$ cat src/include/gdp_cfg.svh
`ifndef GDP_CFG_SVH
`define GDP_CFG_SVH

// Clock rate and time conversion
`define GDP_CLK_MHZ 100
`define GDP_US_TO_CYC(us) ((us) * `GDP_CLK_MHZ)

// Deglitch times in microseconds, by select code
`define GDP_DEG_US_SEL0 6
`define GDP_DEG_US_SEL1 4
`define GDP_DEG_US_SEL2 3
`define GDP_DEG_US_SEL3 2
`define GDP_DEG_CNT_W 10

// Fault release: all drive inputs low for this long
`define GDP_FAULT_RELEASE_US 20
`define GDP_FAULT_RELEASE_CYC `GDP_US_TO_CYC(`GDP_FAULT_RELEASE_US)
`define GDP_REL_CNT_W 12

// Register byte offsets
`define GDP_ADDR_W 5
`define GDP_OFS_CTRL 5'h00
`define GDP_OFS_STATUS 5'h04
`define GDP_OFS_CLEAR 5'h08
`define GDP_OFS_IRQ_STATUS 5'h0C
`define GDP_OFS_IRQ_CLEAR 5'h10
`define GDP_OFS_IRQ_ENABLE 5'h14

// Control fields and reset values
`define GDP_CTRL_DEG_LSB 0
`define GDP_CTRL_RDY_EN_BIT 2
`define GDP_CTRL_INTERLOCK_DISABLE_DIS_BIT 3
`define GDP_DEG_SEL_RESET 2'h0
`define GDP_CLEAR_ALL_ONES 8'hFF

// Status fields
`define GDP_STAT_FAULT_BIT 0
`define GDP_STAT_VCC_LOCK_BIT 1
`define GDP_STAT_BOOT_LSB 2
`define GDP_STAT_PROT_EN_BIT 5

// Interrupt event bits
`define GDP_IRQ_W 4
`define GDP_IRQ_FAULT 0
`define GDP_IRQ_RELEASE 1
`define GDP_IRQ_VCC_LOCK 2
`define GDP_IRQ_BOOT_LOCK 3

`endif

$ cat src/include/gdp_pkg.sv
package gdp_pkg;

  typedef enum logic {
    GDP_LOCKED,
    GDP_RUNNING
  } gdp_lock_mode_t;

  typedef struct packed {
    gdp_lock_mode_t mode;
    logic locked;
  } gdp_lock_state_t;

  typedef struct packed {
    logic [9:0] cnt;
    logic fire;
  } gdp_deg_state_t;

  typedef struct packed {
    logic [2:0] hs;
    logic [2:0] ls;
    logic fault;
    logic [11:0] rel_cnt;
    logic [1:0] deg_sel;
    logic rdy_en;
    logic interlock_disable_dis;
    logic [3:0] irq_st;
    logic [3:0] irq_en;
    logic irq;
    logic ready_oe;
    logic waitreq;
    logic [31:0] rdata;
    logic vcc_prev;
    logic [2:0] boot_prev;
  } gdp_top_state_t;

endpackage

$ cat src/rtl/gdp_top.sv
`timescale 1ns/1ps
`include "gdp_cfg.svh"

module gdp_top
  import gdp_pkg::*;
(
  // Clock and reset
  input wire logic clk_i,
  input wire logic reset_n_i,
  // Avalon-MM slave
  input wire logic [4:0] avs_address_i,
  input wire logic avs_read_i,
  input wire logic avs_write_i,
  input wire logic [31:0] avs_writedata_i,
  input wire logic [3:0] avs_byteenable_i,
  output logic [31:0] avs_readdata_o,
  output logic avs_waitrequest_o,
  // Drive inputs from the PWM timer
  input wire logic [2:0] high_side_drive_in_i,
  input wire logic [2:0] low_side_drive_in_i,
  // Drain-source comparators and reference disable
  input wire logic [2:0] ls_overvoltage_i,
  input wire logic [2:0] hs_overvoltage_i,
  input wire logic ref_above_disable_i,
  // Supply and bootstrap comparators
  input wire logic supply_above_on_i,
  input wire logic supply_above_off_i,
  input wire logic [2:0] boot_above_on_i,
  input wire logic [2:0] boot_above_off_i,
  // Gate outputs
  output logic [2:0] high_side_gate_out_o,
  output logic [2:0] low_side_gate_out_o,
  // Ready open-drain pin and interrupt
  output logic ready_out_o,
  output logic ready_oe_o,
  output logic irq_o
);

  gdp_top_state_t s_q;
  gdp_top_state_t s_d;

  logic vcc_lock;
  logic [2:0] boot_lock;
  logic prot_en;
  logic [5:0] deg_cond;
  logic [5:0] deg_fire;
  logic [9:0] deg_limit;
  logic acc_wr;
  logic acc_rd_start;
  logic clear_req;
  logic all_in_low;
  logic release_now;
  logic fault_set;
  logic fault_next;
  logic [2:0] hs_want;
  logic [2:0] ls_want;
  logic [3:0] irq_events;
  logic [31:0] rd_mux;

  // Select code to filter length in clock cycles
  function automatic logic [9:0] deg_cycles(input logic [1:0] sel);
    case (sel)
      2'h0: deg_cycles = 10'(`GDP_US_TO_CYC(`GDP_DEG_US_SEL0));
      2'h1: deg_cycles = 10'(`GDP_US_TO_CYC(`GDP_DEG_US_SEL1));
      2'h2: deg_cycles = 10'(`GDP_US_TO_CYC(`GDP_DEG_US_SEL2));
      default: deg_cycles = 10'(`GDP_US_TO_CYC(`GDP_DEG_US_SEL3));
    endcase
  endfunction

  // Gate supply lockout
  gdp_lockout u_vcc_lock (
    .clk_i(clk_i),
    .reset_n_i(reset_n_i),
    .above_on_i(supply_above_on_i),
    .above_off_i(supply_above_off_i),
    .locked_o(vcc_lock)
  );

  // One bootstrap lockout per high side, each independent
  for (genvar p = 0; p < 3; p++) begin : g_boot
    gdp_lockout u_boot_lock (
      .clk_i(clk_i),
      .reset_n_i(reset_n_i),
      .above_on_i(boot_above_on_i[p]),
      .above_off_i(boot_above_off_i[p]),
      .locked_o(boot_lock[p])
    );
  end

  // Protection enable from the reference pin comparator
  assign prot_en = !ref_above_disable_i;
  assign deg_limit = deg_cycles(s_q.deg_sel);

  // Anomaly conditions only count while the gate is actually on
  for (genvar p = 0; p < 3; p++) begin : g_cond
    assign deg_cond[p] = prot_en && s_q.ls[p] && ls_overvoltage_i[p];
    assign deg_cond[p + 3] = prot_en && s_q.hs[p] && hs_overvoltage_i[p];
  end

  // Six deglitch filters, low sides then high sides
  for (genvar k = 0; k < 6; k++) begin : g_deg
    gdp_deglitch u_deg (
      .clk_i(clk_i),
      .reset_n_i(reset_n_i),
      .cond_i(deg_cond[k]),
      .limit_i(deg_limit),
      .fire_o(deg_fire[k])
    );
  end

  // Bus handshake: one wait cycle, then the access completes
  assign acc_wr = avs_write_i && !s_q.waitreq;
  assign acc_rd_start = (avs_read_i || avs_write_i) && s_q.waitreq;
  assign clear_req = acc_wr && (avs_address_i == `GDP_OFS_CLEAR) && avs_byteenable_i[0]
    && (avs_writedata_i[7:0] == `GDP_CLEAR_ALL_ONES);

  // Fault latch: set wins over any release in the same cycle
  assign all_in_low = (high_side_drive_in_i == 3'h0) && (low_side_drive_in_i == 3'h0);
  assign release_now = (s_q.fault && all_in_low
    && (s_q.rel_cnt >= 12'(`GDP_FAULT_RELEASE_CYC - 1))) || clear_req;
  assign fault_set = prot_en && (deg_fire != 6'h00);
  assign fault_next = fault_set || (s_q.fault && !release_now);

  // Interlock, then protection gating
  always_comb begin
    for (int p = 0; p < 3; p++) begin
      hs_want[p] = high_side_drive_in_i[p]
        && (!low_side_drive_in_i[p] || s_q.interlock_disable_dis);
      ls_want[p] = low_side_drive_in_i[p]
        && (!high_side_drive_in_i[p] || s_q.interlock_disable_dis);
    end
  end

  // Read data, sampled when the wait cycle starts
  always_comb begin
    rd_mux = 32'h0000_0000;
    case (avs_address_i)
      `GDP_OFS_CTRL: begin
        rd_mux[`GDP_CTRL_DEG_LSB +: 2] = s_q.deg_sel;
        rd_mux[`GDP_CTRL_RDY_EN_BIT] = s_q.rdy_en;
        rd_mux[`GDP_CTRL_INTERLOCK_DISABLE_DIS_BIT] = s_q.interlock_disable_dis;
      end
      `GDP_OFS_STATUS: begin
        rd_mux[`GDP_STAT_FAULT_BIT] = s_q.fault;
        rd_mux[`GDP_STAT_VCC_LOCK_BIT] = vcc_lock;
        rd_mux[`GDP_STAT_BOOT_LSB +: 3] = boot_lock;
        rd_mux[`GDP_STAT_PROT_EN_BIT] = prot_en;
      end
      `GDP_OFS_IRQ_STATUS: begin
        rd_mux[`GDP_IRQ_W - 1:0] = s_q.irq_st;
      end
      `GDP_OFS_IRQ_ENABLE: begin
        rd_mux[`GDP_IRQ_W - 1:0] = s_q.irq_en;
      end
      default: begin
        rd_mux = 32'h0000_0000; // Unmapped and write-only read zero
      end
    endcase
  end

  // Events that feed the interrupt status
  always_comb begin
    irq_events = 4'h0;
    irq_events[`GDP_IRQ_FAULT] = fault_next && !s_q.fault;
    irq_events[`GDP_IRQ_RELEASE] = s_q.fault && !fault_next;
    irq_events[`GDP_IRQ_VCC_LOCK] = vcc_lock && !s_q.vcc_prev;
    irq_events[`GDP_IRQ_BOOT_LOCK] = (boot_lock & ~s_q.boot_prev) != 3'h0;
  end

  // Next state of the whole block
  always_comb begin
    s_d = s_q;
    s_d.vcc_prev = vcc_lock;
    s_d.boot_prev = boot_lock;

    // Bus handshake
    if (acc_rd_start) begin
      s_d.waitreq = 1'b0;
      s_d.rdata = rd_mux;
    end else begin
      s_d.waitreq = 1'b1;
    end

    // Register writes, low byte carries every field
    if (acc_wr && avs_byteenable_i[0]) begin
      case (avs_address_i)
        `GDP_OFS_CTRL: begin
          s_d.deg_sel = avs_writedata_i[`GDP_CTRL_DEG_LSB +: 2];
          s_d.rdy_en = avs_writedata_i[`GDP_CTRL_RDY_EN_BIT];
          s_d.interlock_disable_dis = avs_writedata_i[`GDP_CTRL_INTERLOCK_DISABLE_DIS_BIT];
        end
        `GDP_OFS_IRQ_CLEAR: begin
          s_d.irq_st = s_q.irq_st & ~avs_writedata_i[`GDP_IRQ_W - 1:0];
        end
        `GDP_OFS_IRQ_ENABLE: begin
          s_d.irq_en = avs_writedata_i[`GDP_IRQ_W - 1:0];
        end
        default: begin
          s_d.irq_en = s_q.irq_en; // Clear handled above, others ignored
        end
      endcase
    end

    // New events win over a clear in the same cycle
    s_d.irq_st = s_d.irq_st | irq_events;
    s_d.irq = (s_d.irq_st & s_d.irq_en) != 4'h0;

    // Release timer runs only while latched with all inputs idle
    if (s_q.fault && all_in_low && !release_now) begin
      s_d.rel_cnt = s_q.rel_cnt + 12'h001;
    end else begin
      s_d.rel_cnt = 12'h000;
    end
    s_d.fault = fault_next;

    // Gates: fault and supply lockout drop all six; bootstrap only its own
    for (int p = 0; p < 3; p++) begin
      if (fault_next || vcc_lock) begin
        s_d.hs[p] = 1'b0;
        s_d.ls[p] = 1'b0;
      end else begin
        s_d.hs[p] = hs_want[p] && !boot_lock[p];
        s_d.ls[p] = ls_want[p];
      end
    end

    // Ready pulled low in supply lockout only if enabled
    s_d.ready_oe = vcc_lock && s_q.rdy_en;
  end

  // Registered state; gates start off, supplies locked
  always_ff @(posedge clk_i or negedge reset_n_i) begin
    if (!reset_n_i) begin
      s_q <= '0;
      s_q.waitreq <= 1'b1;
      s_q.deg_sel <= `GDP_DEG_SEL_RESET;
      s_q.vcc_prev <= 1'b1;
      s_q.boot_prev <= 3'h7;
    end else begin
      s_q <= s_d;
    end
  end

  // Outputs straight from flip-flops, except ready_out_o tied low
  assign high_side_gate_out_o = s_q.hs;
  assign low_side_gate_out_o = s_q.ls;
  assign ready_out_o = 1'b0; // Open drain only ever pulls low
  assign ready_oe_o = s_q.ready_oe;
  assign irq_o = s_q.irq;
  assign avs_readdata_o = s_q.rdata;
  assign avs_waitrequest_o = s_q.waitreq;

endmodule // gdp_top

$ cat src/rtl/gdp_deglitch.sv
`timescale 1ns/1ps
`include "gdp_cfg.svh"

module gdp_deglitch
  import gdp_pkg::*;
(
  // Clock and reset
  input wire logic clk_i,
  input wire logic reset_n_i,
  // Condition and filter length
  input wire logic cond_i,
  input wire logic [9:0] limit_i,
  // Filtered result
  output logic fire_o
);

  gdp_deg_state_t s_q;
  gdp_deg_state_t s_d;

  // Count while the condition holds; any gap restarts the filter
  always_comb begin
    s_d = s_q;
    if (!cond_i) begin
      s_d.cnt = '0;
      s_d.fire = 1'b0;
    end else if (s_q.cnt >= limit_i) begin
      s_d.fire = 1'b1; // Held longer than the limit
    end else begin
      s_d.cnt = s_q.cnt + 10'h001;
    end
  end

  // Cleared by device reset
  always_ff @(posedge clk_i or negedge reset_n_i) begin
    if (!reset_n_i) begin
      s_q <= '0;
    end else begin
      s_q <= s_d;
    end
  end

  assign fire_o = s_q.fire;

endmodule // gdp_deglitch

$ cat src/rtl/gdp_lockout.sv
`timescale 1ns/1ps

module gdp_lockout
  import gdp_pkg::*;
(
  // Clock and reset
  input wire logic clk_i,
  input wire logic reset_n_i,
  // Comparator levels: above turn-on, above turn-on minus hysteresis
  input wire logic above_on_i,
  input wire logic above_off_i,
  // Lockout active
  output logic locked_o
);

  gdp_lock_state_t s_q;
  gdp_lock_state_t s_d;

  // Hysteresis: leave on the upper threshold, re-enter on the lower
  always_comb begin
    s_d = s_q;
    case (s_q.mode)
      GDP_LOCKED: begin
        if (above_on_i) begin
          s_d.mode = GDP_RUNNING;
        end
      end
      GDP_RUNNING: begin
        if (!above_off_i) begin
          s_d.mode = GDP_LOCKED;
        end
      end
      default: begin
        s_d.mode = GDP_LOCKED;
      end
    endcase
    s_d.locked = (s_d.mode == GDP_LOCKED);
  end

  // Supplies count as low until proven otherwise
  always_ff @(posedge clk_i or negedge reset_n_i) begin
    if (!reset_n_i) begin
      s_q <= '{mode: GDP_LOCKED, locked: 1'b1};
    end else begin
      s_q <= s_d;
    end
  end

  assign locked_o = s_q.locked;

endmodule // gdp_lockout

$ cat config.mk
export PLATFORM = sky130hd
export DESIGN_NAME = gdp_top
export DESIGN_NICKNAME = d
export VERILOG_FILES = /design/src/include/gdp_pkg.sv /design/src/rtl/gdp_top.sv /design/src/rtl/gdp_deglitch.sv /design/src/rtl/gdp_lockout.sv
export VERILOG_INCLUDE_DIRS = /design/src /design/src/include
export SDC_FILE = /design/constraint.sdc
export NUM_CORES = 1
export LEC_CHECK = 0
export ABC_AREA = 1
export BUFFER_PORTS_ARGS = -buffer_cell sky130_fd_sc_hd__buf_4
export CAP_MARGIN = 25
export CORE_MARGIN = 1
export CORE_UTILIZATION = 35
export DETAILED_ROUTE_END_ITERATION = 10
export HOLD_SLACK_MARGIN = 0.03
export SKIP_LAST_GASP = 1
export SYNTH_ARGS = -nofsm -noshare
export SYNTH_HDL_FRONTEND = slang
export SYNTH_SLANG_ARGS = --single-unit
$ cat constraint.sdc
create_clock -name clk_i -period 2.05 [get_ports clk_i]
set_input_delay 0 -clock clk_i [delete_from_list [all_inputs] [get_ports clk_i]]
set_output_delay 0 -clock clk_i [all_outputs]
set_load 0.01 [all_outputs]
==> results.cfg, run 1 <==
[pwr]
intPower_mw = 4.66
swShare_pct = 27.0
irDropWorstVdd_mv = 0.661
powerDensity_mw_per_mm2 = 642
p_leak_nw = 4.88
power.total_mw = 6.39
p_switching_mw = 1.73
p_seq_share_pct = 39.1
pwr-share-comb_pct = 15.5
clkPwrFrac_pct = 45.4

[final_layout]
n_fill_cell = 2029
multi_input_area_sq_mm = 0.00451
final_common_cell = nand2_1
nets = 1221
final_cell_area_sq_mm = 0.00995
final_cell_mix = 237 x nand2_1, 109 x dfrtp_1, 101 x nor2_1
diodes = 0
areaGrowthSynthToFinish_pct = 31.5
drive_gt1_share_pct = 22.9
seq_area_sq_mm = 0.00296
finalNonFillerCells = 1377

[logic_synthesis]
synth_edf_count = 0
synth.avg_cell_area_sq_um = 7.89
synth.cell_area_sq_mm = 0.00757
synth.area.top_cells = dfrtp_1 36%, nand2_1 13%, ha_1 11%
synth_cell_type_count = 39
ys_warn_count = 0
syn_inst = 959
synth_seq_cells = 118
synthFlopType = dfrtp_1
yosysTopAreaCellShare_pct = 36.1
yosysTopAreaCell = dfrtp_1
async_flop_share_pct = 100
ys_seq_area_share_pct = 39.2

[clock_tree]
numCtsBuffers = 17
clockBufferDepth = 2
htree_levels = 4
clk_latency_ns = 0.42
cts_tree = built
clk_pin_slew_ns = 0.06
root_buffer = clkbuf_16
cts_sinks = 118

[routing]
dr.pass1.iters = 7
drc = 0
antenna_left = 0
drt-total-wl_um = 18300
vias = 6473
drtIter0Drc = 405
routed_via_density = 4.70
detail_route.wl_per_cell_um = 13.3

[worst_setup_path]
crit_path_start_kind = flop
critical_path_class = reg2reg
crit_slowest_cell = dfrtp_1
crit_required_ns = 2.36
crit_fanout = 5
cp_cell_sequence = inv_2 -> ha_1 -> inv_1 -> buf_4 -> ha_4 -> nand2_1 -> inv_1 -> nor2_1 -> o21a_1 -> nand3_2 -> nand2_4 -> buf_6 -> inv_8 -> nand2_2 -> nand2_1
arrival_ns = 2.47
cpPeakStageDelay_ns = 0.39
cp-end-kind = flop

[timing]
holdWs_ns = 0.0419
finalSetupViolations = 57
finalCritPeriodShare_pct = 106
skew_ns = 0.00838
hold_viol = 0
period_needed_ns = 2.16
worst_slew_pin_slew_ns = 0.754
fin_ws_ns = -0.114
fmax_mhz = 462
slew_headroom_pct = 49.4
grt_setup_unrepaired = true
drv_slew = 0

[global_route]
grt_max_degree = 47
antenna_found_initial = 0
grt_pass1_wl_um = 30600
grt_use_total_pct = 17.4
overflow = 0
grt_pass1_vias = 6336

[placed_design]
place_ws_ns = -0.190
dp.cells = 1301
globalplace.congestion = 0.858
port_buffers = 53
dp_hpwl_um = 13000
dpl_cell_area_sq_mm = 0.00834

[min_path]
min_path_type = in2reg

[floorplan]
num_io_pins = 108
coreArea_sq_mm = 0.0211
fp.dieW_um = 149
dieArea_sq_mm = 0.0222
rows = 53
start_util_pct = 35.9
die_y_um = 149

[run_status]
violations = negative setup slack
status = complete, but fails checks

[flow_run]
drv_cap = 0
==> cells by family after synthesis <==
group	after synthesis	synth area share, %
AND/OR/NAND/NOR	507	29.6
buffers and inverters	147	9.69
flip-flops	118	39.2
AO/OA/AOI/OAI	78	5.72
adder cells (fa/ha/maj)	66	10.9
XOR/XNOR	42	4.86
other	1	0.0496
==> power by group through the flow <==
stage | registers [mW] | logic (mW) | clock network, mW
after CTS | 2.50 | 0.899 | 2.95
final | 2.50 | 0.993 | 2.90
after detailed placement | 2.53 | 0.751 | 0
after global routing | 2.51 | 1.11 | 3.05
after floorplan | 2.52 | 0.461 | 0
after global placement | 2.53 | 0.736 | 0
==> critical path, delay by kind of cell (launching register included) <==
| kind | cells | cell delay [ns] |
|---|---|---|
| flops | 1 | 0.39 |
| simple gates | 6 | 0.50 |
| buf+inv | 6 | 0.59 |
| fa+ha+maj | 2 | 0.42 |
| compound gates | 1 | 0.15 |
==> per-stage QoR <==
stage / util [%] / TNS [ns]
2_1_floorplan: - / -0.00198
3_3_place_gp: 39.6 / -3.79
3_5_place_dp: 39.6 / -7.22
4_1_cts: 45.2 / -1.15
5_1_grt: 47.2 / -10.93
6_report: 47.2 / -2.89
==> repair_timing <==
item,4_1_cts,5_1_grt
pin swaps,8,37
hold endpoints to repair,140,0
setup endpoints to repair,66,66
resized for setup,50,83
gates cloned,1,2
setup buffers,8,3
hold buffers,31,0
==> sequential cells by signal, indices dropped and copies added, names as in the netlist <==
register / cells
g_deg.u_deg.s_q: 60
s_q: 29
avs_readdata_o: 6
g_deg.u_deg.fire_o: 6
g_boot.u_boot_lock.locked_o: 3
g_boot.u_boot_lock.s_q: 3
high_side_gate_out_o: 3
low_side_gate_out_o: 3
avs_waitrequest_o: 1
irq_o: 1
ready_oe_o: 1
u_vcc_lock.locked_o: 1
u_vcc_lock.s_q: 1
==> metal layers <==
metal	up-vias	part of all wire [%]	track usage, %
li1	3290	-	-
met1	3010	47	23.3
met2	145	47	27.9
met3	28	4.3	3.46
met4	0	2.1	6.33
met5	-	0	0
==> synth_stat cells (all sizes together), types with 3 or more instances <==
library cell  instances
o21ai                45
nor2                108
xor2                 33
nand4                15
o22ai                 3
nand2               271
a21oi                17
or2                   3
o21bai                3
xnor2                 9
nor3b                 4
dfrtp               109
and3                  6
ha                   66
buf                  48
nand3                76
dfstp                 9
inv                  99
o31ai                 3
nor3                 23
==> path summary, 6_finish.rpt <==
kind,start,to,slack (ns),cells after the start
worst max-delay path,s_q[49]$_DFFE_PN0P_,g_deg[3].u_deg.s_q[4]$_DFFE_PN0P_,-0.11,15
worst min register to register,g_boot[2].u_boot_lock.locked_o$_DFF_PN1_,s_q[2]$_DFF_PN1_,0.36,0
max in group asynchronous,reset_n_i,s_q[48]$_DFFE_PN0P_,0.50,4
worst min-delay path,avs_byteenable_i[0],s_q[41]$_DFF_PN0_,0.04,5
min in group asynchronous,reset_n_i,s_q[41]$_DFF_PN0_,0.54,3
worst max register to register,s_q[49]$_DFFE_PN0P_,g_deg[3].u_deg.s_q[4]$_DFFE_PN0P_,-0.11,15
==> layout make-up <==
cell class                      instances  area share, %
Tap cell                              275           3.46
Multi-Input combinational cell        722           45.3
Clock buffer                           19           4.35
Sequential cell                       118           29.8
Timing Repair Buffer                  131           11.9
Inverter                               99           3.90
Clock inverter                         13           1.37
Power figures use the tool's default switching activity.
==> run 2: changes to the inputs <==
--- a/config.mk
+++ b/config.mk
@@ -6,7 +6,6 @@
 export SDC_FILE = /design/constraint.sdc
 export NUM_CORES = 1
 export LEC_CHECK = 0
-export ABC_AREA = 1
 export BUFFER_PORTS_ARGS = -buffer_cell sky130_fd_sc_hd__buf_4
 export CAP_MARGIN = 25
 export CORE_MARGIN = 1
==> results.cfg, run 2 <==
[routing]
dr.pass1.iters = 5
drt-total-wl_um = 19500
detail_route.wl_per_cell_um = 15.4
routed_via_density = 5.15
drc = 0
vias = 6499
drtIter0Drc = 271
antenna_left = 0

[placed_design]
dp.cells = 1177
port_buffers = 53
globalplace.congestion = 0.811
dp_hpwl_um = 13300

[clock_tree]
htree_levels = 4
clk_latency_ns = 0.42
clockBufferDepth = 2
cts_tree = built
clk_pin_slew_ns = 0.06
numCtsBuffers = 17
root_buffer = clkbuf_16
cts_sinks = 118

[floorplan]
fp.dieW_um = 146
num_io_pins = 108
start_util_pct = 35.8
coreArea_sq_mm = 0.0202
dieArea_sq_mm = 0.0213
die_y_um = 146
rows = 52

[global_route]
grt_max_degree = 36
grtUsageMet3_pct = 4.26
grt_use_total_pct = 18.8
grt_util_met2_pct = 30.8
grt_use_met1_pct = 25.0
grt_pass1_vias = 6488
overflow = 0
busiest_layer = met2
grt_pass1_wl_um = 31900
antenna_found_initial = 1

[final_layout]
largest_reg_flops = 60
finalNonFillerCells = 1262
drive_gt1_share_pct = 39.1
largest-register = g_deg.u_deg.s_q
areaGrowthSynthToFinish_pct = 48.5
final_common_cell = buf_4
final_cell_mix = 174 x buf_4, 107 x dfrtp_1, 55 x nand2_1
top_regs = g_deg.u_deg.s_q: 60 flops, s_q: 29 flops
diodes = 0
nets = 1111

[logic_synthesis]
synth_edf_count = 0
synth.cell_area_sq_mm = 0.00724
ys_seq_area_share_pct = 40.9
ys_warn_count = 0
syn_inst = 759
synth.avg_cell_area_sq_um = 9.54
synth.most_common_cell = dfrtp_1
synth_commonest_cells = 109 x dfrtp_1, 66 x ha_1, 58 x nand2_1
yosysTopAreaCellShare_pct = 37.7
synthFlopType = dfrtp_1
synth_seq_cells = 118
synth_cell_type_count = 62
async_flop_share_pct = 100
synth.area.top_cells = dfrtp_1 38%, ha_1 11%, buf_4 4.0%
yosysTopAreaCell = dfrtp_1

[timing]
hold_viol = 0
fmax_mhz = 388
finalCritPeriodShare_pct = 126
slew_headroom_pct = 60.1
fin_ws_ns = -0.529
finalSetupViolations = 69
drv_slew = 0
holdWs_ns = 0.0547
period_needed_ns = 2.58
setup_tns_ns = -27.28
grt_setup_unrepaired = true
worst_slew_pin_slew_ns = 0.597
skew_ns = 0.00658

[worst_setup_path]
crit_slowest_cell = dfrtp_2
cpMostUsedCell = ha_4
crit_required_ns = 2.39
cp_cell_sequence = ha_4 -> o21bai_4 -> buf_6 -> ha_4 -> and3_4 -> a221oi_4 -> o21ai_4 -> a2111oi_2 -> mux2i_1
critical_path_class = reg2reg
crit_fanout = 4
crit_path_start_kind = flop
cp-end-kind = flop
cpPeakStageDelay_ns = 0.46
arrival_ns = 2.92

[flow_run]
drv_cap = 0

[run_status]
violations = negative setup slack
status = complete, but fails checks

[min_path]
min_path_type = in2reg

[pwr]
power.total_mw = 6.46
powerDensity_mw_per_mm2 = 601
irDropWorstVdd_mv = 0.602
p_leak_nw = 4.67
run 2: cell count changes in the layout (fill, tap and decap cells not counted), moves of 18 or more:
cell     previous run  this run
nand3_1            61        35
xor2_1             33         5
inv_1              87        40
nand2_2            27         1
a21oi_1            13        33
mux2i_1             0        18
buf_4              79       174
nor2_1            101        44
nand2_1           237        55
run 2: cell type report:
cell class / instances / area (sq um)
Multi-Input combinational cell: 565 / 4730
Inverter: 47 / 199
Clock buffer: 18 / 429
Timing Repair Buffer: 230 / 1920
Fill cell: 1748 / 9490
Tap cell: 270 / 338
Sequential cell: 118 / 2970
Clock inverter: 14 / 164
run 2: final timing paths:
check,start,to,slack [ns],cells past startpoint
min in group asynchronous,reset_n_i,g_deg[0].u_deg.s_q[5]$_DFFE_PN0P_,0.10,2
max in group asynchronous,reset_n_i,g_boot[1].u_boot_lock.locked_o$_DFF_PN1_,1.24,3
worst min-delay path,high_side_drive_in_i[1],high_side_gate_out_o[1]$_DFF_PN0_,0.05,4
worst max-delay path,s_q[49]$_DFFE_PN0P_,g_deg[5].u_deg.s_q[4]$_DFFE_PN0P_,-0.53,9
worst max register to register,s_q[49]$_DFFE_PN0P_,g_deg[5].u_deg.s_q[4]$_DFFE_PN0P_,-0.53,9
worst min register to register,u_vcc_lock.locked_o$_DFF_PN1_,s_q[3]$_DFF_PN1_,0.41,0
run 2: logic make-up (layout without fill, tap and decap cells):
group | after synthesis | count (layout) | share of synthesized area [%]
mux | 26 | 26 | 3.73
simple gates | 254 | 254 | 18.5
other cells | 1 | 28 | 0.0518
xor+xnor | 14 | 14 | 1.69
buf+inv | 106 | 309 | 7.83
fa+ha+maj | 66 | 66 | 11.4
compound gates | 174 | 177 | 15.8
flops | 118 | 118 | 40.9
run 2: what timing repair did:
action	4_1_cts	5_1_grt
endpoints found under the hold margin	125	0
resized for setup	82	68
hold buffers	30	0
buffers inserted	12	8
gates cloned	4	0
setup endpoints to repair	70	73
pin swaps	40	20
run 2: critical path, delay by kind of cell, from the launching register on:
family / cells / cell delay [ns]
adders and majority gates: 2 / 0.38
and+or+nand+nor: 1 / 0.18
muxes: 1 / 0.23
AOI/OAI and AO/OA: 4 / 1.09
buffers and inverters: 1 / 0.15
DFF: 1 / 0.46
run 2: power breakdown:
group	switching [mW]	internal [mW]	leakage, nW	total (mW)
Clock	1.21	1.83	0.282	3.04
Sequential	0.0486	2.40	1.58	2.45
Combinational	0.486	0.486	2.81	0.972
Total	1.74	4.71	4.67	6.46
run 2: metal layers:
metal,part of all wire (%),up-vias
li1,-,3177
met1,46,3142
met2,49,161
met3,4.2,19
met4,1.3,0
met5,0,-
run 2: metrics by stage:
stage	setup WS [ns]	utilization, %	instance area (sq um)
finish	-0.529	53.1	10700
global placement	-0.559	44.3	8960
CTS	-0.545	51.4	10400
global route	-0.605	53.1	10700
floorplan	-0.387	-	7700
detailed placement	-0.618	44.3	8960
